==> src/include/ppcsr_map.svh <==
// register selects, field positions, reset values, codes and timing for the port registers
`ifndef PPCSR_MAP_SVH
`define PPCSR_MAP_SVH
`define PPCSR_SEL_FCTL 4'h2
`define PPCSR_SEL_ECTL 4'h3
`define PPCSR_SEL_STAT 4'h4
`define PPCSR_FCTL_RST 8'h00
`define PPCSR_ECTL_RST 8'h00
`define PPCSR_STAT_RST 8'h00
`define PPCSR_FCTL_MASK 8'h3f
`define PPCSR_ECTL_MASK 8'h1c
`define PPCSR_FCTL_DCOVR_BIT 4
`define PPCSR_FCTL_DFOVR_BIT 5
`define PPCSR_ECTL_DIS_BIT 4
`define PPCSR_ECTL_START_BIT 3
`define PPCSR_ECTL_ABORT_BIT 2
`define PPCSR_STAT_DFAIL_BIT 7
`define PPCSR_STAT_DONE_BIT 6
`define PPCSR_STAT_CLASS_LSB 3
`define PPCSR_STAT_FAULT_LSB 0
`define PPCSR_FN_OFF 4'h0
`define PPCSR_FN_DISC1 4'h1
`define PPCSR_FN_DISC2 4'h2
`define PPCSR_FN_VSAMP 4'h3
`define PPCSR_FN_LEGACY 4'h4
`define PPCSR_FN_CLASSIFY 4'h5
`define PPCSR_FN_RAMPUP 4'h6
`define PPCSR_FN_CSAMP 4'h7
`define PPCSR_FN_RAMPDN 4'h8
`define PPCSR_FN_ACLO 4'h9
`define PPCSR_FN_ACHI 4'ha
`define PPCSR_FN_ISAMP 4'hb
`define PPCSR_FN_TSAMP 4'hc
`define PPCSR_FLT_NONE 3'h0
`define PPCSR_FLT_SUPPLY 3'h1
`define PPCSR_FLT_HEAT 3'h2
`define PPCSR_FLT_OVL 3'h3
`define PPCSR_FLT_DISC 3'h4
`define PPCSR_CLASS_MAX 3'h4
`define PPCSR_OVL_MS 50
`define PPCSR_CLK_MHZ 250
`endif

==> src/include/ppcsr_pkg.sv <==
// types shared by the port register bank modules
package ppcsr_pkg;
  typedef enum logic [1:0] {ST_OFF, ST_BUSY, ST_HOLD} ppcsr_state_e;
  typedef logic [3:0] ppcsr_func_t;
  typedef logic [2:0] ppcsr_code_t;
endpackage

==> src/include/ppcsr_port_if.sv <==
// per-port link between the register bank and its function sequencer
interface ppcsr_port_if;
  ppcsr_pkg::ppcsr_func_t func;
  logic start;
  logic disc_ovr;
  logic dc_ovr;
  logic port_dis;
  logic fe_done;
  logic fe_in_window;
  ppcsr_pkg::ppcsr_code_t fe_class;
  logic fe_supply;
  logic fe_heat;
  logic ovl_expired;
  logic fe_dc_disc;
  logic power_en;
  logic done;
  logic disc_fail;
  ppcsr_pkg::ppcsr_code_t cls;
  ppcsr_pkg::ppcsr_code_t fault;
  modport ctl (
    output func, start, disc_ovr, dc_ovr, port_dis, fe_done, fe_in_window, fe_class,
    output fe_supply, fe_heat, ovl_expired, fe_dc_disc,
    input power_en, done, disc_fail, cls, fault
  );
  modport fsm (
    input func, start, disc_ovr, dc_ovr, port_dis, fe_done, fe_in_window, fe_class,
    input fe_supply, fe_heat, ovl_expired, fe_dc_disc,
    output power_en, done, disc_fail, cls, fault
  );
endinterface

==> src/ppcsr_ovl_timer.sv <==
// overload duration timer: flags an overcurrent that outlasts the limit
module ppcsr_ovl_timer #(
  parameter logic [23:0] CYCLES = 24'hbebc20
) (
  // clock and reset
  input wire logic clk,
  input wire logic rst_n,
  // overcurrent level and timeout flag
  input wire logic run,
  output logic expired
);
  logic [23:0] cnt_q, cnt_d;
  logic exp_q, exp_d;

  always_comb begin
    cnt_d = cnt_q;
    exp_d = exp_q;
    if (!run) begin
      // any break in the overcurrent restarts the window
      cnt_d = 24'h000000;
      exp_d = 1'b0;
    end else if (cnt_q == CYCLES - 24'h000001) begin
      exp_d = 1'b1;
    end else begin
      cnt_d = cnt_q + 24'h000001;
    end
  end

  always_ff @(posedge clk or negedge rst_n) begin
    if (!rst_n) begin
      cnt_q <= 24'h000000;
      exp_q <= 1'b0;
    end else begin
      cnt_q <= cnt_d;
      exp_q <= exp_d;
    end
  end

  assign expired = exp_q;
endmodule

==> src/ppcsr_port_fsm.sv <==
// per-port function sequencer: runs the selected function and keeps port status
`include "ppcsr_map.svh"
module ppcsr_port_fsm (
  // clock and reset
  input wire logic clk,
  input wire logic rst_n,
  // register bank side
  ppcsr_port_if.fsm pif
);
  ppcsr_pkg::ppcsr_state_e state_q, state_d;
  logic power_q, power_d;
  logic done_q, done_d;
  logic dfail_q, dfail_d;
  ppcsr_pkg::ppcsr_code_t cls_q, cls_d;
  ppcsr_pkg::ppcsr_code_t fault_q, fault_d;
  logic finish;

  always_comb begin
    state_d = state_q;
    power_d = power_q;
    done_d = done_q;
    dfail_d = dfail_q;
    cls_d = cls_q;
    fault_d = fault_q;
    finish = (state_q == ppcsr_pkg::ST_BUSY) && pif.fe_done;
    if (finish) begin
      state_d = ppcsr_pkg::ST_HOLD;
      case (pif.func)
        `PPCSR_FN_DISC1, `PPCSR_FN_DISC2: begin
          dfail_d = !pif.disc_ovr && !pif.fe_in_window;
        end
        `PPCSR_FN_CLASSIFY: begin
          cls_d = (pif.fe_class > `PPCSR_CLASS_MAX) ? `PPCSR_CLASS_MAX : pif.fe_class;
        end
        default: begin
        end
      endcase
    end
    if (pif.start) begin
      done_d = 1'b0;
      case (pif.func)
        `PPCSR_FN_OFF: begin
          state_d = ppcsr_pkg::ST_OFF;
          power_d = 1'b0;
          dfail_d = 1'b0;
          cls_d = 3'h0;
          fault_d = `PPCSR_FLT_NONE;
          done_d = 1'b1;
        end
        `PPCSR_FN_DISC1, `PPCSR_FN_DISC2: begin
          state_d = ppcsr_pkg::ST_BUSY;
          dfail_d = 1'b0;
        end
        `PPCSR_FN_VSAMP, `PPCSR_FN_ISAMP, `PPCSR_FN_TSAMP: begin
          state_d = ppcsr_pkg::ST_BUSY;
        end
        `PPCSR_FN_LEGACY, `PPCSR_FN_CLASSIFY: begin
          state_d = ppcsr_pkg::ST_BUSY;
        end
        `PPCSR_FN_RAMPUP: begin
          state_d = ppcsr_pkg::ST_BUSY;
          power_d = 1'b1;
          fault_d = `PPCSR_FLT_NONE;
        end
        `PPCSR_FN_RAMPDN: begin
          state_d = ppcsr_pkg::ST_BUSY;
          power_d = 1'b0;
        end
        `PPCSR_FN_ACLO, `PPCSR_FN_ACHI: begin
          state_d = ppcsr_pkg::ST_BUSY;
        end
        `PPCSR_FN_CSAMP: begin
          // continuous sampling never completes
          state_d = ppcsr_pkg::ST_HOLD;
        end
        default: begin
          // spare codes do nothing at all
          done_d = done_q;
        end
      endcase
    end
    // completion of the old function wins over the clear of a new write
    if (finish) begin
      done_d = 1'b1;
    end
    if (power_q) begin
      if (pif.fe_heat) begin
        fault_d = `PPCSR_FLT_HEAT;
      end else if (pif.fe_supply) begin
        fault_d = `PPCSR_FLT_SUPPLY;
      end else if (pif.ovl_expired) begin
        fault_d = `PPCSR_FLT_OVL;
      end else if (pif.fe_dc_disc && !pif.dc_ovr) begin
        fault_d = `PPCSR_FLT_DISC;
      end
      if (pif.fe_heat || pif.fe_supply || pif.ovl_expired || (pif.fe_dc_disc && !pif.dc_ovr)) begin
        power_d = 1'b0;
        state_d = ppcsr_pkg::ST_OFF;
      end
    end
    if (pif.port_dis) begin
      power_d = 1'b0;
      state_d = ppcsr_pkg::ST_OFF;
    end
  end

  always_ff @(posedge clk or negedge rst_n) begin
    if (!rst_n) begin
      state_q <= ppcsr_pkg::ST_OFF;
      power_q <= 1'b0;
      done_q <= 1'b0;
      dfail_q <= 1'b0;
      cls_q <= 3'h0;
      fault_q <= `PPCSR_FLT_NONE;
    end else begin
      state_q <= state_d;
      power_q <= power_d;
      done_q <= done_d;
      dfail_q <= dfail_d;
      cls_q <= cls_d;
      fault_q <= fault_d;
    end
  end

  assign pif.power_en = power_q;
  assign pif.done = done_q;
  assign pif.disc_fail = dfail_q;
  assign pif.cls = cls_q;
  assign pif.fault = fault_q;
endmodule

==> src/ppcsr_regs.sv <==
// per-port control and status registers of a four-port power sourcing manager
`include "ppcsr_map.svh"
module ppcsr_regs #(
  parameter int unsigned OVL_CYCLES = `PPCSR_OVL_MS * 1000 * `PPCSR_CLK_MHZ
) (
  // clock and reset
  input wire logic MCLK,
  input wire logic RST_N,
  // register access
  input wire logic [3:0] REG_SEL,
  input wire logic [1:0] PORT_SEL,
  input wire logic WR_STB,
  input wire logic [7:0] WR_DATA,
  input wire logic RD_STB,
  output logic [7:0] RD_DATA,
  // port front end observations
  input wire logic [3:0] FE_STEP_DONE,
  input wire logic [3:0] FE_SIG_IN_WINDOW,
  input wire logic [11:0] FE_CLASS,
  input wire logic [3:0] SUPPLY_WINDOW_FAULT,
  input wire logic OVERHEAT_SHUTDOWN,
  input wire logic [3:0] FE_OVERCURRENT,
  input wire logic [3:0] FE_DC_DISCONNECT,
  input wire logic [3:0] ADC_DONE,
  // port front end controls
  output logic [3:0] PORT_POWER_EN,
  output logic [15:0] PORT_FUNC,
  output logic [3:0] SIG_WINDOW_EN,
  output logic [3:0] DC_DISC_EN,
  output logic [3:0] ADC_START,
  output logic [3:0] ADC_ABORT
);
  localparam logic [23:0] OVL_CNT = 24'(OVL_CYCLES);

  logic [7:0] fctl_q [4];
  logic [7:0] fctl_d [4];
  logic [7:0] ectl_q [4];
  logic [7:0] ectl_d [4];
  logic [3:0] fstart_q, fstart_d;
  logic [3:0] astart_q, astart_d;
  logic [3:0] wdis_q, wdis_d;
  logic [3:0] dcen_q, dcen_d;
  logic [7:0] rd_q, rd_d;
  logic [7:0] stat_w [4];
  logic [3:0] ovl_exp;

  ppcsr_port_if pif [4] ();

  // one decode shared by the write and the read paths
  function automatic logic sel_is(input logic [3:0] sel, input logic [3:0] code);
    sel_is = (sel == code);
  endfunction

  always_comb begin
    fstart_d = 4'h0;
    astart_d = 4'h0;
    for (int i = 0; i < 4; i++) begin
      fctl_d[i] = fctl_q[i];
      ectl_d[i] = ectl_q[i];
      // conversion finished or aborted: start bit drops by itself
      if (ADC_DONE[i] || ectl_q[i][`PPCSR_ECTL_ABORT_BIT]) begin
        ectl_d[i][`PPCSR_ECTL_START_BIT] = 1'b0;
      end
      if (WR_STB && (PORT_SEL == 2'(i))) begin
        if (sel_is(REG_SEL, `PPCSR_SEL_FCTL)) begin
          fctl_d[i] = WR_DATA & `PPCSR_FCTL_MASK;
          fstart_d[i] = 1'b1;
        end
        if (sel_is(REG_SEL, `PPCSR_SEL_ECTL)) begin
          // a fresh write wins over the self clear in the same cycle
          ectl_d[i] = WR_DATA & `PPCSR_ECTL_MASK;
          astart_d[i] = WR_DATA[`PPCSR_ECTL_START_BIT];
        end
      end
    end
    for (int i = 0; i < 4; i++) begin
      wdis_d[i] = ~fctl_d[i][`PPCSR_FCTL_DFOVR_BIT];
      dcen_d[i] = ~fctl_d[i][`PPCSR_FCTL_DCOVR_BIT];
    end
  end

  always_ff @(posedge MCLK or negedge RST_N) begin
    if (!RST_N) begin
      for (int i = 0; i < 4; i++) begin
        fctl_q[i] <= `PPCSR_FCTL_RST;
        ectl_q[i] <= `PPCSR_ECTL_RST;
      end
      fstart_q <= 4'h0;
      astart_q <= 4'h0;
      wdis_q <= 4'hf;
      dcen_q <= 4'hf;
    end else begin
      for (int i = 0; i < 4; i++) begin
        fctl_q[i] <= fctl_d[i];
        ectl_q[i] <= ectl_d[i];
      end
      fstart_q <= fstart_d;
      astart_q <= astart_d;
      wdis_q <= wdis_d;
      dcen_q <= dcen_d;
    end
  end

  // read data is registered; status and control writes of other types ignored
  always_comb begin
    rd_d = rd_q;
    if (RD_STB) begin
      if (sel_is(REG_SEL, `PPCSR_SEL_FCTL)) begin
        rd_d = fctl_q[PORT_SEL];
      end else if (sel_is(REG_SEL, `PPCSR_SEL_ECTL)) begin
        rd_d = ectl_q[PORT_SEL];
      end else if (sel_is(REG_SEL, `PPCSR_SEL_STAT)) begin
        rd_d = stat_w[PORT_SEL];
      end else begin
        rd_d = 8'h00;
      end
    end
  end

  always_ff @(posedge MCLK or negedge RST_N) begin
    if (!RST_N) begin
      rd_q <= 8'h00;
    end else begin
      rd_q <= rd_d;
    end
  end

  for (genvar g = 0; g < 4; g++) begin : g_port
    assign pif[g].func = fctl_q[g][3:0];
    assign pif[g].start = fstart_q[g];
    assign pif[g].disc_ovr = fctl_q[g][`PPCSR_FCTL_DFOVR_BIT];
    assign pif[g].dc_ovr = fctl_q[g][`PPCSR_FCTL_DCOVR_BIT];
    assign pif[g].port_dis = ectl_q[g][`PPCSR_ECTL_DIS_BIT];
    assign pif[g].fe_done = FE_STEP_DONE[g];
    assign pif[g].fe_in_window = FE_SIG_IN_WINDOW[g];
    assign pif[g].fe_class = FE_CLASS[3*g +: 3];
    assign pif[g].fe_supply = SUPPLY_WINDOW_FAULT[g];
    assign pif[g].fe_heat = OVERHEAT_SHUTDOWN;
    assign pif[g].ovl_expired = ovl_exp[g];
    assign pif[g].fe_dc_disc = FE_DC_DISCONNECT[g];

    // timer only runs while the port is delivering power
    ppcsr_ovl_timer #(
      .CYCLES(OVL_CNT)
    ) u_ovl (
      .clk(MCLK),
      .rst_n(RST_N),
      .run(FE_OVERCURRENT[g] && pif[g].power_en),
      .expired(ovl_exp[g])
    );

    ppcsr_port_fsm u_fsm (
      .clk(MCLK),
      .rst_n(RST_N),
      .pif(pif[g])
    );

    assign stat_w[g] = {pif[g].disc_fail, pif[g].done, pif[g].cls, pif[g].fault};

    assign PORT_POWER_EN[g] = pif[g].power_en;
    assign PORT_FUNC[4*g +: 4] = fctl_q[g][3:0];
    assign ADC_ABORT[g] = ectl_q[g][`PPCSR_ECTL_ABORT_BIT];
  end

  assign RD_DATA = rd_q;
  assign SIG_WINDOW_EN = wdis_q;
  assign DC_DISC_EN = dcen_q;
  assign ADC_START = astart_q;
endmodule

==> config.mk <==
export PLATFORM = sky130hd
export DESIGN_NAME = ppcsr_regs
export DESIGN_NICKNAME = d
export VERILOG_FILES = /design/src/include/ppcsr_pkg.sv /design/src/include/ppcsr_port_if.sv /design/src/ppcsr_ovl_timer.sv /design/src/ppcsr_port_fsm.sv /design/src/ppcsr_regs.sv
export VERILOG_INCLUDE_DIRS = /design/src /design/src/include
export SDC_FILE = /design/constraint.sdc
export NUM_CORES = 1
export LEC_CHECK = 0
export ABC_CLOCK_PERIOD_IN_PS = 4700
export BUFFER_PORTS_ARGS = -buffer_cell sky130_fd_sc_hd__clkbuf_2
export CAP_MARGIN = 0
export CELL_PAD_IN_SITES_DETAIL_PLACEMENT = 1
export CELL_PAD_IN_SITES_GLOBAL_PLACEMENT = 1
export CORE_ASPECT_RATIO = 0.9
export CORE_MARGIN = 2
export CORE_UTILIZATION = 45
export CTS_CLUSTER_DIAMETER = 100
export CTS_CLUSTER_SIZE = 12
export DETAILED_ROUTE_END_ITERATION = 12
export GPL_TIMING_DRIVEN = 0
export PLACE_DENSITY = 0.79
export SLEW_MARGIN = 20
export SYNTH_ARGS = -nofsm -noshare
export SYNTH_HDL_FRONTEND = slang
export SYNTH_SLANG_ARGS = --single-unit
export TNS_END_PERCENT = 100
==> constraint.sdc <==
create_clock -name MCLK -period 4.7 [get_ports MCLK]
set_input_delay 0.705 -clock MCLK [delete_from_list [all_inputs] [get_ports MCLK]]
set_output_delay 0.705 -clock MCLK [all_outputs]
set_load 0.005 [all_outputs]
* Word level (Yosys, flattened, before mapping)
Cells that the tools add are included.
** Storage, ports and cells
- Word-level logic and storage cells :: 416
- Register bits :: 204
** Cells by class
- $lt $le $gt $ge :: 5
- Add/sub/neg operators :: 4
- Reduce and logical (&&, ||, !) cells :: 97
- Muxes and demuxes :: 178
- Bitwise operators :: 9
- Equality and inequality tests :: 70
** Operators by type and width (count)
- $mux W24 :: 8
- $mux W3 :: 48
- $add A24 B1 Y24 const B :: 4
- $eq A24 B24 Y1 const B :: 4
- $eq A4 B4 Y1 const B :: 20
- $mux W8 :: 9
- $eq A4 B3 Y1 const B :: 17
- $mux W1 :: 62
- $bmux W8 S2 :: 3
- $mux W6 :: 8
- $reduce_or A12 Y1 :: 4
- $reduce_or A11 Y1 :: 4
- $eq A4 B2 Y1 const B :: 10
- $mux W2 :: 20
- $mux W4 :: 8
- $pmux W2 S3 :: 4
- $reduce_and A2 Y1 :: 12
- $reduce_or A2 Y1 :: 12
- $logic_and A1 B1 Y1 :: 20
- $eq A4 B1 Y1 const B :: 4
- $logic_not A4 Y1 :: 4
- $logic_or A1 B1 Y1 :: 16
- $ne A2 B2 Y1 const B :: 8
- $pmux W1 S2 :: 8
- 11 further kinds :: 46

* Depth between registers and ports, before layout
Gate-level depths: netlist of run 1.
- Word-level depth :: 9
- Gate-level depth with buffers :: 7
- Mapped depth without buffers :: 6

* Hierarchy
From an unflattened synthesis of run 1, not the netlist that was laid out.
** Unflattened totals
- Cell total of the unflattened synthesis :: 1001
- Area, all modules :: 11195.7 µm²
** By module, submodules not included
- ppcsr_ovl_timer :: sequential area each 625.6 µm², area each 1341.3 µm², times used 4, cells an instance 124
- ppcsr_regs :: sequential area each 1511.4 µm², area each 3072.9 µm², times used 1, cells an instance 225
- ppcsr_port_fsm :: sequential area each 275.3 µm², area each 689.4 µm², times used 4, cells an instance 70

* Least setup slack after synthesis of run 1
Ideal clock, no wire load.
- Path kind :: input to register
- Start :: input port PORT_SEL[0]
- End :: register rd_q[0], in the netlist RD_DATA[0]
- Path buffers :: 3
- Stages :: 6
- Setup slack :: 2.534 ns
- Arrival :: 2.046 ns
- Cells stage by stage :: buf_2 > buf_2 > buf_2 > mux4_2 > nand2_1 > nand2_1
** On the way
- Cells in the longest elaborated chain, start to end :: 7
- Elaborated cells between the ends (all ways) :: 13
** RTL lines
- start, declared :: RTL line ppcsr_regs.sv:11 : input wire logic [1:0] PORT_SEL,
- $not A2 Y3 (not written as such) * :: RTL line ppcsr_regs.sv:109, ppcsr_regs.sv:111, ppcsr_regs.sv:113
- $bmux W8 S2 :: RTL line ppcsr_regs.sv:113 : rd_d = stat_w[PORT_SEL];
- $mux W8 (not written as such) (2 in a row) :: RTL line ppcsr_regs.sv:113
- $mux W8 :: RTL line ppcsr_regs.sv:112 : end else if (sel_is(REG_SEL, `PPCSR_SEL_STAT)) begin
- $mux W8 :: RTL line ppcsr_regs.sv:110 : end else if (sel_is(REG_SEL, `PPCSR_SEL_ECTL)) begin
- $mux W8 * :: RTL line ppcsr_regs.sv:108 : if (sel_is(REG_SEL, `PPCSR_SEL_FCTL)) begin
- end signal, assigned :: RTL line ppcsr_regs.sv:124 : rd_q <= rd_d;
- end, declared :: RTL line ppcsr_regs.sv:43 : logic [7:0] rd_q, rd_d;
Mark *: on every way between the ends. The rest lies on a longest branch, timed or not. The select of a mux whose other input is x is not followed.
A chain may end at the register's enable or synchronous reset.

* Final worst setup path of run 1
- Start :: register fctl_q, in the netlist PORT_FUNC[14]
- End :: register g_port[3].u_fsm.cls_q[0]
** On the way
- Cells in the longest elaborated chain, start to end :: 5
- Elaborated cells between the ends (all ways) :: 6
** RTL lines
- start, declared :: RTL line ppcsr_regs.sv:35 : logic [7:0] fctl_q [4];
- start signal, assigned by index :: RTL line ppcsr_regs.sv:85 : fctl_q[i] <= `PPCSR_FCTL_RST;
- start signal, assigned by index :: RTL line ppcsr_regs.sv:94 : fctl_q[i] <= fctl_d[i];
- $eq A4 B3 Y1 :: RTL line ppcsr_port_fsm.sv:28 : case (pif.func)
- $mux W3 :: RTL line ppcsr_port_fsm.sv:28
- $mux W3 :: RTL line ppcsr_port_fsm.sv:26 : if (finish) begin
- $mux W3 :: RTL line ppcsr_port_fsm.sv:41 : case (pif.func)
- $mux W3 * :: RTL line ppcsr_port_fsm.sv:39 : if (pif.start) begin
- net g_port[3].u_fsm.cls_d[0] :: RTL line ppcsr_port_fsm.sv:14 : ppcsr_pkg::ppcsr_code_t cls_q, cls_d;
- end signal, assigned :: RTL line ppcsr_port_fsm.sv:120 : cls_q <= cls_d;
- end, declared :: RTL line ppcsr_port_fsm.sv:14
The timed path passes the listed nets; every way through them passes the cells marked *.

==> metrics.csv, run 1 <==
stage,metric,value,unit
status,outcome,"complete, no violations",
clocking,postcts setup bufs,0,
clocking,post-cts gate resize count,0,
synthesis,leading area contributor after synthesis,dfrtp_1,
floorplanning,Site Rows,52,
clocking,CTS tree,done,
routing,post-DR vias/cell,5.56,
routing,routed len/inst,18.4,um
clocking,clock root buffer,clkbuf_16,
worst_setup_path,R2R Path Start,PORT_FUNC[14],
layout,n_diodes,0,
synthesis,mapped cell area,10100,um^2
sta,Final Skew,10.2,ps
sta,Pins Over Slew Limit,0,
routing,DRC,0,
synthesis,area share of the largest cell type after synthesis,48.5,%
clocking,CTS sink cnt,204,
grt,largest net degree at the start of global routing,83,
synthesis,synth unique cells,56,
grt,vias in the first global route,8345,
clocking,# hold bufs at CTS,0,
routing,total wire length,26.4,mm
layout,fin area,11600,um^2
worst_setup_path,worst path required time,5120,ps
routing,DR iter-0 viols,469,
power_and_ir_drop,Leakage,0.00495,uW
worst_setup_path,r2r endpoint,g_port[3].u_fsm.pif.cls[0],
sta,RSZ-0062 raised after global routing,no,
sta,Final WS setup,2470,ps
floorplanning,die area,23700,um^2
synthesis,Post-synth EDFFs,0,
worst_setup_path,critical path startpoint category,register,
clocking,TritonCTS Buffers,20,
sta,count of final hold-check violations,0,
floorplanning,effective utilization at floorplan,45.4,%
floorplanning,# IOs,99,
clocking,clock latency on the worst-skew pair,500,ps
layout,area grow syn2layout,14.8,%
sta,max-slew headroom at the worst pin,36.8,%
synthesis,post-synthesis sequential area ratio,50.5,%
worst_setup_path,Worst Setup End Kind,register,
clocking,CTS HTree Levels,1,
routing,Pre-Repair DR Iteration Count,4,
worst_setup_path,Worst R2R Path Depth,5,
floorplanning,Chip Width,162,um
worst_hold_path,Hold Crit Class,in -> async,
place,Place WS,2040,ps
run,MaxCap Viol Count,0,
synthesis,Yosys reg bits,204,
routing,vias,7962,
place,GPL Wtd Cong,0.803,
clocking,clock transition at the registers of the reported paths,60,ps
worst_setup_path,Crit Path Class,reg -> reg,
worst_setup_path,critical path data arrival time,2660,ps
synthesis,Synth Area per Inst,10.1,um^2
layout,Layout Utilization,52.1,%
synthesis,syn nets,1063,
synthesis,cells after synthesis,1004,
power_and_ir_drop,pwr dens,351,nW/um^2
place,dpl cell area,11000,um^2
routing,Detail Route Antenna Nets,0,
worst_setup_path,r2r setup slk,2470,ps
grt,total track usage,22.6,%
synthesis,Synth Flop Type,dfrtp_1,
sta,Tcrit/Tclk final,47.5,%
layout,share of cells above drive strength 1,19.2,%
grt,first-pass GRT wire length,43.6,mm
floorplanning,Die H,146,um
floorplanning,core box area,22300,um^2
synthesis,top post-synthesis cells by area,"dfrtp_1 48%, nor2_1 4.7%, mux2_2 3.6%",
synthesis,Post-synth ARST share,100,%
grt,grt total ovfl,0,
clocking,CTS Buffer Depth,3,
synthesis,YS warnings,0,
power_and_ir_drop,worst vdd ir,0.000215,V
worst_setup_path,worst-path fanout max,9,
sta,Max Fclk,0.448,GHz
sta,Post-Route Setup TNS,0,ps
grt,initial antenna violation count,0,
sta,final setup fails,0,
sta,worst slew pin tran,940,ps
layout,Nets,1181,
sta,Final Critical Period,2230,ps
place,HPWL after DPL,19.5,mm
place,Port Buffers,94,
==> worst max path at each step <==
| stage | startpoint | end | slack (ps) | cells after the start |
|---|---|---|---|---|
| after global placement | RST_N | g_port[3].u_ovl.cnt_q[1] | -1180 | 1 |
| final | PORT_FUNC[14] | g_port[3].u_fsm.pif.cls[0] | 2470 | 5 |
| after CTS | g_port[3].u_ovl.cnt_q[0] | g_port[3].u_ovl.cnt_q[1] | 2470 | 7 |
| after floorplan | PORT_SEL[0] | RD_DATA[0] | 2530 | 6 |
| after detailed placement | REG_SEL[2] | DC_DISC_EN[2] | 2040 | 6 |
| after global routing | g_port[3].u_ovl.cnt_q[0] | g_port[3].u_ovl.cnt_q[1] | 2300 | 7 |
==> cell families (layout without fill, tap and decap cells) <==
kind of cell	after synthesis	in the layout	synth area share, %
AND/OR/NAND/NOR	444	444	23.0
flip-flops	204	204	50.5
AO/OA/AOI/OAI	145	145	8.30
XOR/XNOR	72	72	6.23
buffers and inverters	72	204	3.07
multiplexers	63	63	8.36
adder cells (fa/ha/maj)	4	4	0.495
==> cells in the mapped netlist, drive strengths merged, types with 5 or more instances <==
| cell | number |
|---|---|
| xnor2 | 33 |
| dfstp | 8 |
| nand2 | 86 |
| nor2b | 14 |
| nand3b | 6 |
| inv | 30 |
| or2 | 7 |
| o21ai | 58 |
| nor2 | 127 |
| a31oi | 7 |
| clkbuf | 25 |
| nor4 | 13 |
| a211o | 5 |
| xor2 | 39 |
| and3 | 18 |
| and4 | 11 |
| nand2b | 15 |
| dfrtp | 196 |
| mux2i | 17 |
| nand3 | 38 |
| or3 | 25 |
| mux2 | 32 |
| or3b | 8 |
| nand4 | 25 |
| or4 | 5 |
| nand4b | 5 |
| nor3 | 25 |
| nor3b | 6 |
| a21oi | 46 |
| mux4 | 14 |
| buf | 17 |
==> cells in the final DEF, fill, tap and decap left out, drive strengths merged, types with 5 or more instances in the layout <==
cell type	instances
a211o	5
a21oi	46
a31oi	7
and3	18
and4	11
buf	19
clkbuf	155
dfrtp	196
dfstp	8
inv	30
mux2	32
mux2i	17
mux4	14
nand2	86
nand2b	15
nand3	38
nand3b	6
nand4	25
nand4b	5
nor2	127
nor2b	14
nor3	25
nor3b	6
nor4	13
o21ai	58
or2	7
or3	25
or3b	8
or4	5
xnor2	33
xor2	39
==> critical path, stage by stage, from the launching register on <==
cell and delay (ps):
dfrtp_1 390, clkbuf_1 360, nor2b_1 310, nand4b_1 370
or3b_2 580, a21oi_1 150
==> layout make-up <==
cell class / count / area [um^2]
sequential: 204 / 5110
inverter: 30 / 113
tap: 297 / 372
multi-input combinational: 728 / 4710
clock buffer: 36 / 582
fill: 2535 / 10700
buffer: 42 / 198
timing repair buffer: 96 / 534
==> where the power goes <==
group / leakage, uW / switching (uW) / internal, uW
logic: 0.00194 / 288 / 249
registers: 0.00274 / 134 / 1910
clock network: 0.000277 / 669 / 833
total: 0.00495 / 1090 / 2990
==> state kept, by name, indices dropped and copies added (netlist names), 8 cells and up <==
signal	count
fctl_q	8
g_port.u_fsm.state_q	8
g_port.u_ovl.cnt_q	96
PORT_FUNC	16
g_port.u_fsm.pif.fault	12
ectl_q	8
g_port.u_fsm.pif.cls	12
RD_DATA	8
==> metal layers <==
metal  vias up  wire, um  track usage [%]
met2       141     12300             36.4
met5         -         0                0
met4         0       640             5.44
met1      4018     12500             32.6
met3        38       994             3.07
li1       3765         -                -
==> per-stage QoR <==
stage / hold WS (ps) / cells / power (uW)
floorplan: 409 / 1004 / 2350
global placement: 472 / 1395 / 2570
global route: 223 / 1433 / 4260
detailed placement: 476 / 1397 / 2610
CTS: 205 / 1433 / 4120
finish: 186 / 1433 / 4080
No activity file was read; power rests on OpenSTA's default activity.
==> inputs of run 2 (changes only) <==
Settings changed: ABC_AREA set to 1, ABC_CLOCK_PERIOD_IN_PS 4700 to 2250, CORE_UTILIZATION 45 to 44, PLACE_DENSITY 0.79 to 0.81.
Clock period 4.7 ns to 2.25 ns, I/O delays scaled along.
==> run 2 against run 1 <==
Clock power up 110%. Clock-buffer cell count down 7. Critical path depth up 3. Setup slack worse by 2100 ps. Register-to-register slack worse by 2100 ps. Via count up 31%. Flip-flop and latch count unchanged. Utilization down 1.5 points. Wire length up 27%. Largest power group unchanged. Highest routed layer unchanged.
==> metrics.csv, run 2 <==
stage,metric,value,unit
clocking,CTS tree,done,
worst_setup_path,worst-path cell chain,ha_1 -> nand2_1 -> nor2_1 -> nand2_1 -> nor2_1 -> nand2_1 -> nand3_1 -> nand2_1,
layout,Layout Utilization,50.6,%
grt,largest net degree at the start of global routing,87,
worst_setup_path,cell seen most often among critical-path stages,nand2_1,
synthesis,syn nets,1564,
synthesis,mapped cell area,11100,um^2
floorplanning,effective utilization at floorplan,44.4,%
routing,Detail Route Antenna Nets,0,
worst_setup_path,worst path required time,2630,ps
layout,most frequent cells in the layout,"375 x nand2_1, 234 x nor2_1, 212 x inv_1, 196 x dfrtp_1, 95 x clkbuf_2",
synthesis,cells after synthesis,1505,
synthesis,Yosys reg bits,204,
layout,area grow syn2layout,13.9,%
floorplanning,Die H,154,um
synthesis,Post-synth EDFFs,0,
layout,Nets,1685,
clocking,clock transition at the registers of the reported paths,70,ps
sta,count of final hold-check violations,0,
layout,share of cells above drive strength 1,12.3,%
worst_setup_path,Crit path depth,8,
clocking,CTS Buffer Depth,3,
clocking,TritonCTS Buffers,20,
sta,worst slew pin tran,600,ps
power_and_ir_drop,worst vdd ir,0.000388,V
grt,total track usage,25.9,%
sta,Hold WS,80.7,ps
clocking,CTS sink cnt,204,
clocking,postcts setup bufs,0,
synthesis,top post-synthesis cells by count,"375 x nand2_1, 234 x nor2_1, 212 x inv_1, 196 x dfrtp_1, 87 x nand3_1",
worst_setup_path,family with the most delay on the worst path,simple AND/OR/NAND/NOR gates,
synthesis,most numerous cell in the Yosys netlist,nand2_1,
synthesis,post-synthesis sequential area ratio,46.3,%
routing,DRC,0,
synthesis,area share of the largest cell type after synthesis,44.4,%
worst_setup_path,Crit Path Class,reg -> reg,
sta,Tcrit/Tclk final,82.6,%
sta,Final Critical Period,1860,ps
sta,max-slew headroom at the worst pin,59.6,%
worst_setup_path,worst-path fanout max,5,
synthesis,YS warnings,0,
routing,DR iter-0 viols,652,
floorplanning,# IOs,99,
worst_hold_path,Hold Crit Class,in -> reg,
routing,Pre-Repair DR Iteration Count,7,
layout,"commonest non-fill, non-tap cell in the layout",nand2_1,
power_and_ir_drop,pwr dens,635,nW/um^2
sta,Max Fclk,0.538,GHz
layout,Largest register FFs,96,
grt,grt total ovfl,0,
worst_setup_path,Max stage delay on crit path,430,ps
synthesis,synth unique cells,48,
worst_setup_path,critical path data arrival time,2240,ps
clocking,clock latency on the worst-skew pair,500,ps
clocking,CTS HTree Levels,1,
status,outcome,"complete, no violations",
clocking,clock root buffer,clkbuf_16,
sta,final setup fails,0,
floorplanning,core box area,24900,um^2
routing,post-DR vias/cell,5.28,
worst_setup_path,Worst R2R Path Depth,8,
floorplanning,Chip Width,171,um
grt,initial antenna violation count,1,
floorplanning,die area,26400,um^2
routing,routed len/inst,17.0,um
place,Port Buffers,96,
grt,vias in the first global route,10800,
floorplanning,Site Rows,55,
worst_setup_path,worst path bufs/invs,0,
layout,Biggest register,g_port.u_ovl.cnt_q,
sta,Post-Route Setup TNS,0,ps
place,GPL Wtd Cong,0.870,
synthesis,Synth Area per Inst,7.34,um^2
sta,Final Skew,8.54,ps
power_and_ir_drop,Leakage,0.00589,uW
synthesis,Post-synth ARST share,100,%
power_and_ir_drop,total power,7990,uW
synthesis,Synth Flop Type,dfrtp_1,
routing,total wire length,33.6,mm
worst_hold_path,Hold Crit Depth,3,
run,MaxCap Viol Count,0,
sta,Pins Over Slew Limit,0,
synthesis,top post-synthesis cells by area,"dfrtp_1 44%, nand2_1 13%, nor2_1 7.9%",
synthesis,leading area contributor after synthesis,dfrtp_1,
routing,vias,10400,
place,HPWL after DPL,25.7,mm
worst_setup_path,critical path startpoint category,register,
sta,RSZ-0062 raised after global routing,no,
worst_setup_path,Slowest cell on crit path,dfrtp_1,
worst_setup_path,Worst Setup End Kind,register,
grt,first-pass GRT wire length,54.9,mm
## run 2: changes by cell type after synthesis, moves of 20 or more
cell      previous run  this run
a21oi_1             46        66
or3_1               25         1
inv_1               30       212
clkbuf_1            25         5
nand4_1             25        48
xnor2_1             33         2
nor2_1             127       234
mux2_2              32         0
nand2_1             85       375
xor2_1              39         8
nand3_1             38        87
## run 2: logic make-up (layout without fill, tap and decap cells)
| family | Yosys count | in the layout | synth area share [%] |
|---|---|---|---|
| AND/OR/NAND/NOR | 843 | 843 | 33.2 |
| buffers and inverters | 249 | 377 | 9.09 |
| flip-flops | 204 | 204 | 46.3 |
| AO/OA/AOI/OAI | 195 | 195 | 10.1 |
| XOR/XNOR | 10 | 10 | 0.792 |
| adder cells (fa/ha/maj) | 4 | 4 | 0.453 |
| other | 0 | 1 | 0 |
## run 2: routing by layer
metal  share of wire, %  routed length (um)  track usage (%)
met3                3.7                1240             2.84
met4                3.4                1130             8.88
met1                 47               15700             35.6
met2                 46               15600             42.5
met5                  0                   0                0
## run 2: metrics by stage
stage | area (um^2) | setup slack [ps] | std cells
global route | 12600 | 177 | 1976
floorplan | 11100 | 775 | 1505
global placement | 12000 | -3310 | 1943
finish | 12600 | 392 | 1976
detailed placement | 12000 | 418 | 1945
CTS | 12600 | 397 | 1975
## run 2: path summary, 6_finish.rpt
check | from | to | slack, ps
worst max-delay path | g_port[1].u_ovl.cnt_q[0] | g_port[1].u_ovl.cnt_q[1] | 390
worst min-delay path | FE_CLASS[1] | g_port[0].u_fsm.pif.cls[1] | 80
worst max register to register | g_port[1].u_ovl.cnt_q[0] | g_port[1].u_ovl.cnt_q[1] | 390
worst min register to register | RD_DATA[4] | RD_DATA[4] | 490
max in group asynchronous | RST_N | g_port[0].u_ovl.cnt_q[12] | 1030
min in group asynchronous | RST_N | g_port[2].u_ovl.cnt_q[11] | 380
## run 2: power breakdown
| part | internal (uW) | switching, uW |
|---|---|---|
| sequential | 3870 | 184 |
| clock | 1690 | 1420 |
| combinational | 294 | 541 |
| total | 5850 | 2140 |
## run 2: repair_timing
| item | 4_1_cts | 5_1_grt |
|---|---|---|
| setup endpoints to repair | 0 | 0 |
| resized for setup | 0 | 0 |
| hold buffers | 1 | 0 |
| endpoints found under the hold margin | 59 | 0 |
## run 2: cell type report
class | count | area, um^2
flip-flops and latches | 204 | 5110
well taps | 342 | 428
plain buffers | 23 | 149
repair buffers | 99 | 554
diodes | 1 | 2.50
clock buffers | 29 | 556
inverters | 226 | 856
fillers | 3213 | 12300
multi-input cells | 1052 | 4930
## run 2: worst reg2reg max path, cell delays in order (launching register included)
cell	delay (ps)
dfrtp_1	430
ha_1	190
nand2_1	90
nor2_1	250
nand2_1	100
nor2_1	280
nand2_1	220
nand3_1	120
nand2_1	60
==> inputs of run 3 (changes only) <==
Settings changed: ABC_AREA 1 to 0, ABC_CLOCK_PERIOD_IN_PS 2250 to 1500, CORE_UTILIZATION 44 to 42, PLACE_DENSITY 0.81 to 0.77.
Clock period 2.25 ns to 1.5 ns, I/O delays scaled along.
==> run 3 against run 2 <==
The flow now finishes with violations (setup timing). Via count decreased by 11%. Critical path depth unchanged. First-iteration DRC count grew 5.2%. Sequential power up 60%. Sequential share of layout area is 4.3 points lower. Cell count shrank 20%. Critical endpoint is now g_port[3].u_ovl.cnt_q[2]. Largest cell class is now multi-input gates.
==> metrics.csv, run 3 (synthesis results as in run 1) <==
stage,metric,value,unit
place,HPWL after DPL,19.8,mm
routing,vias,9312,
status,outcome,"complete, but fails checks",
worst_setup_path,critical path data arrival time,2440,ps
sta,Pins Over Slew Limit,0,
routing,Pre-Repair DR Iteration Count,5,
clocking,clock transition at the registers of the reported paths,60,ps
worst_setup_path,worst-path fanout max,5,
grt,total track usage,25.6,%
clocking,clock root buffer,clkbuf_16,
worst_setup_path,critical path startpoint category,register,
power_and_ir_drop,pwr dens,968,nW/um^2
routing,DR iter-0 viols,686,
layout,"commonest non-fill, non-tap cell in the layout",dfrtp_1,
power_and_ir_drop,Leakage,0.00627,uW
worst_setup_path,worst-path cell chain,ha_2 -> nand4_1 -> or4_4 -> nor4bb_4 -> buf_4 -> buf_6 -> o21ai_2 -> a21oi_1,
clocking,CTS tree,done,
floorplanning,Chip Width,168,um
sta,worst slew pin tran,556,ps
status,failing checks,setup timing,
place,Place WS,-732,ps
routing,routed len/inst,23.9,um
floorplanning,Site Rows,53,
sta,Post-Route Setup TNS,-17080,ps
layout,Biggest register,g_port.u_ovl.cnt_q,
worst_setup_path,r2r setup slk,-520,ps
sta,Max Fclk,0.495,GHz
sta,final setup fails,96,
routing,post-DR vias/cell,5.89,
worst_setup_path,worst path required time,1920,ps
sta,count of final hold-check violations,0,
routing,total wire length,37.7,mm
run,MaxCap Viol Count,0,
grt,first-pass GRT wire length,51.6,mm
clocking,CTS Buffer Depth,3,
grt,vias in the first global route,9458,
sta,Hold WS,18.8,ps
place,dpl cell area,11300,um^2
clocking,CTS HTree Levels,1,
worst_setup_path,Max stage delay on crit path,460,ps
layout,fin area,14200,um^2
floorplanning,core box area,23500,um^2
routing,DRC,0,
sta,max-slew headroom at the worst pin,62.9,%
floorplanning,# IOs,99,
grt,grt total ovfl,0,
layout,Layout Utilization,60.2,%
routing,Detail Route Antenna Nets,0,
floorplanning,Die H,151,um
power_and_ir_drop,worst vdd ir,0.000723,V
sta,Final Skew,11.2,ps
sta,Tcrit/Tclk final,135,%
worst_setup_path,Slowest cell on crit path,or4_4,
sta,Final Critical Period,2020,ps
clocking,clock latency on the worst-skew pair,510,ps
worst_hold_path,Hold Crit Class,in -> reg,
place,Port Buffers,94,
place,GPL Wtd Cong,0.820,
worst_setup_path,Worst Setup End Kind,register,
grt,largest net degree at the start of global routing,87,
layout,Nets,1324,
layout,fill cell count,2497,
clocking,TritonCTS Buffers,20,
sta,RSZ-0062 raised after global routing,yes,
floorplanning,die area,25400,um^2
clocking,CTS sink cnt,204,
worst_setup_path,Crit Path Class,reg -> reg,
floorplanning,effective utilization at floorplan,43.0,%
sta,Final WS setup,-521,ps
layout,Largest register FFs,96,
layout,share of cells above drive strength 1,45.0,%
grt,initial antenna violation count,0,
layout,most frequent cells in the layout,"168 x dfrtp_1, 114 x buf_4, 113 x nor2_1, 103 x clkbuf_2, 75 x nand2_1",
layout,area grow syn2layout,40.1,%
## run 3: changes by cell type in the layout (fill, tap and decap cells not counted), moves of 36 or more
cell,delta
nor2_1,-121
nand2_1,-300
buf_6,+40
o21ai_0,-36
inv_1,-184
buf_4,+105
a21oi_1,-42
nand3_1,-66
## run 3: what timing repair did
| action | CTS | global route |
|---|---|---|
| cloned | 1 | 0 |
| setup endpoints to repair | 141 | 154 |
| endpoints found under the hold margin | 84 | 0 |
| pin swaps | 91 | 107 |
| resized for setup | 175 | 147 |
| setup buffers | 99 | 51 |
| hold buffers | 1 | 0 |
## run 3: layout make-up
type,count,area (um^2),area share (%)
Multi-Input combinational cell,728,5820,41.0
Sequential cell,204,5150,36.3
Timing Repair Buffer,245,1870,13.2
Clock buffer,34,574,4.05
Tap cell,302,378,2.67
Buffer,36,274,1.93
Inverter,30,113,0.794
Antenna cell,1,2.50,0.0177
## run 3: power by group
group,internal (uW),switching [uW]
logic,1140,1290
registers,5990,484
clock network,2590,2230
## run 3: metal layers
layer / track usage, % / routed length (um) / up-vias
li1: - / - / 4065
met1: 33.2 / 15000 / 4812
met2: 44.6 / 19300 / 326
met3: 3.92 / 1890 / 109
met4: 8.26 / 1580 / 0
met5: 0 / 0 / -
## run 3: path summary, 6_finish.rpt
path,from,endpoint,cells past startpoint
min in group asynchronous,RST_N,g_port[0].u_fsm.pif.cls[0],3
max reg2reg,g_port[3].u_ovl.cnt_q[1],g_port[3].u_ovl.cnt_q[2],8
max,g_port[3].u_ovl.cnt_q[1],g_port[3].u_ovl.cnt_q[2],8
min reg2reg,g_port[1].u_fsm.pif.done,g_port[1].u_fsm.pif.done,1
max in group asynchronous,RST_N,DC_DISC_EN[1],4
min,FE_CLASS[2],g_port[0].u_fsm.pif.cls[2],3
## run 3: stage by stage
step                      std cells  total power [uW]
after CTS                      1533             13200
after floorplan                1004              7380
after global placement         1400              8090
after detailed placement       1403              8230
after global routing           1579             14200
final                          1580             13700
## run 3: critical path: cells and delay by family, from the launching register on
kind | cells | cell delay [ps]
buffers and inverters | 2 | 270
flip-flops | 1 | 360
AO/OA/AOI/OAI | 2 | 220
AND/OR/NAND/NOR | 3 | 880
adder cells (fa/ha/maj) | 1 | 200
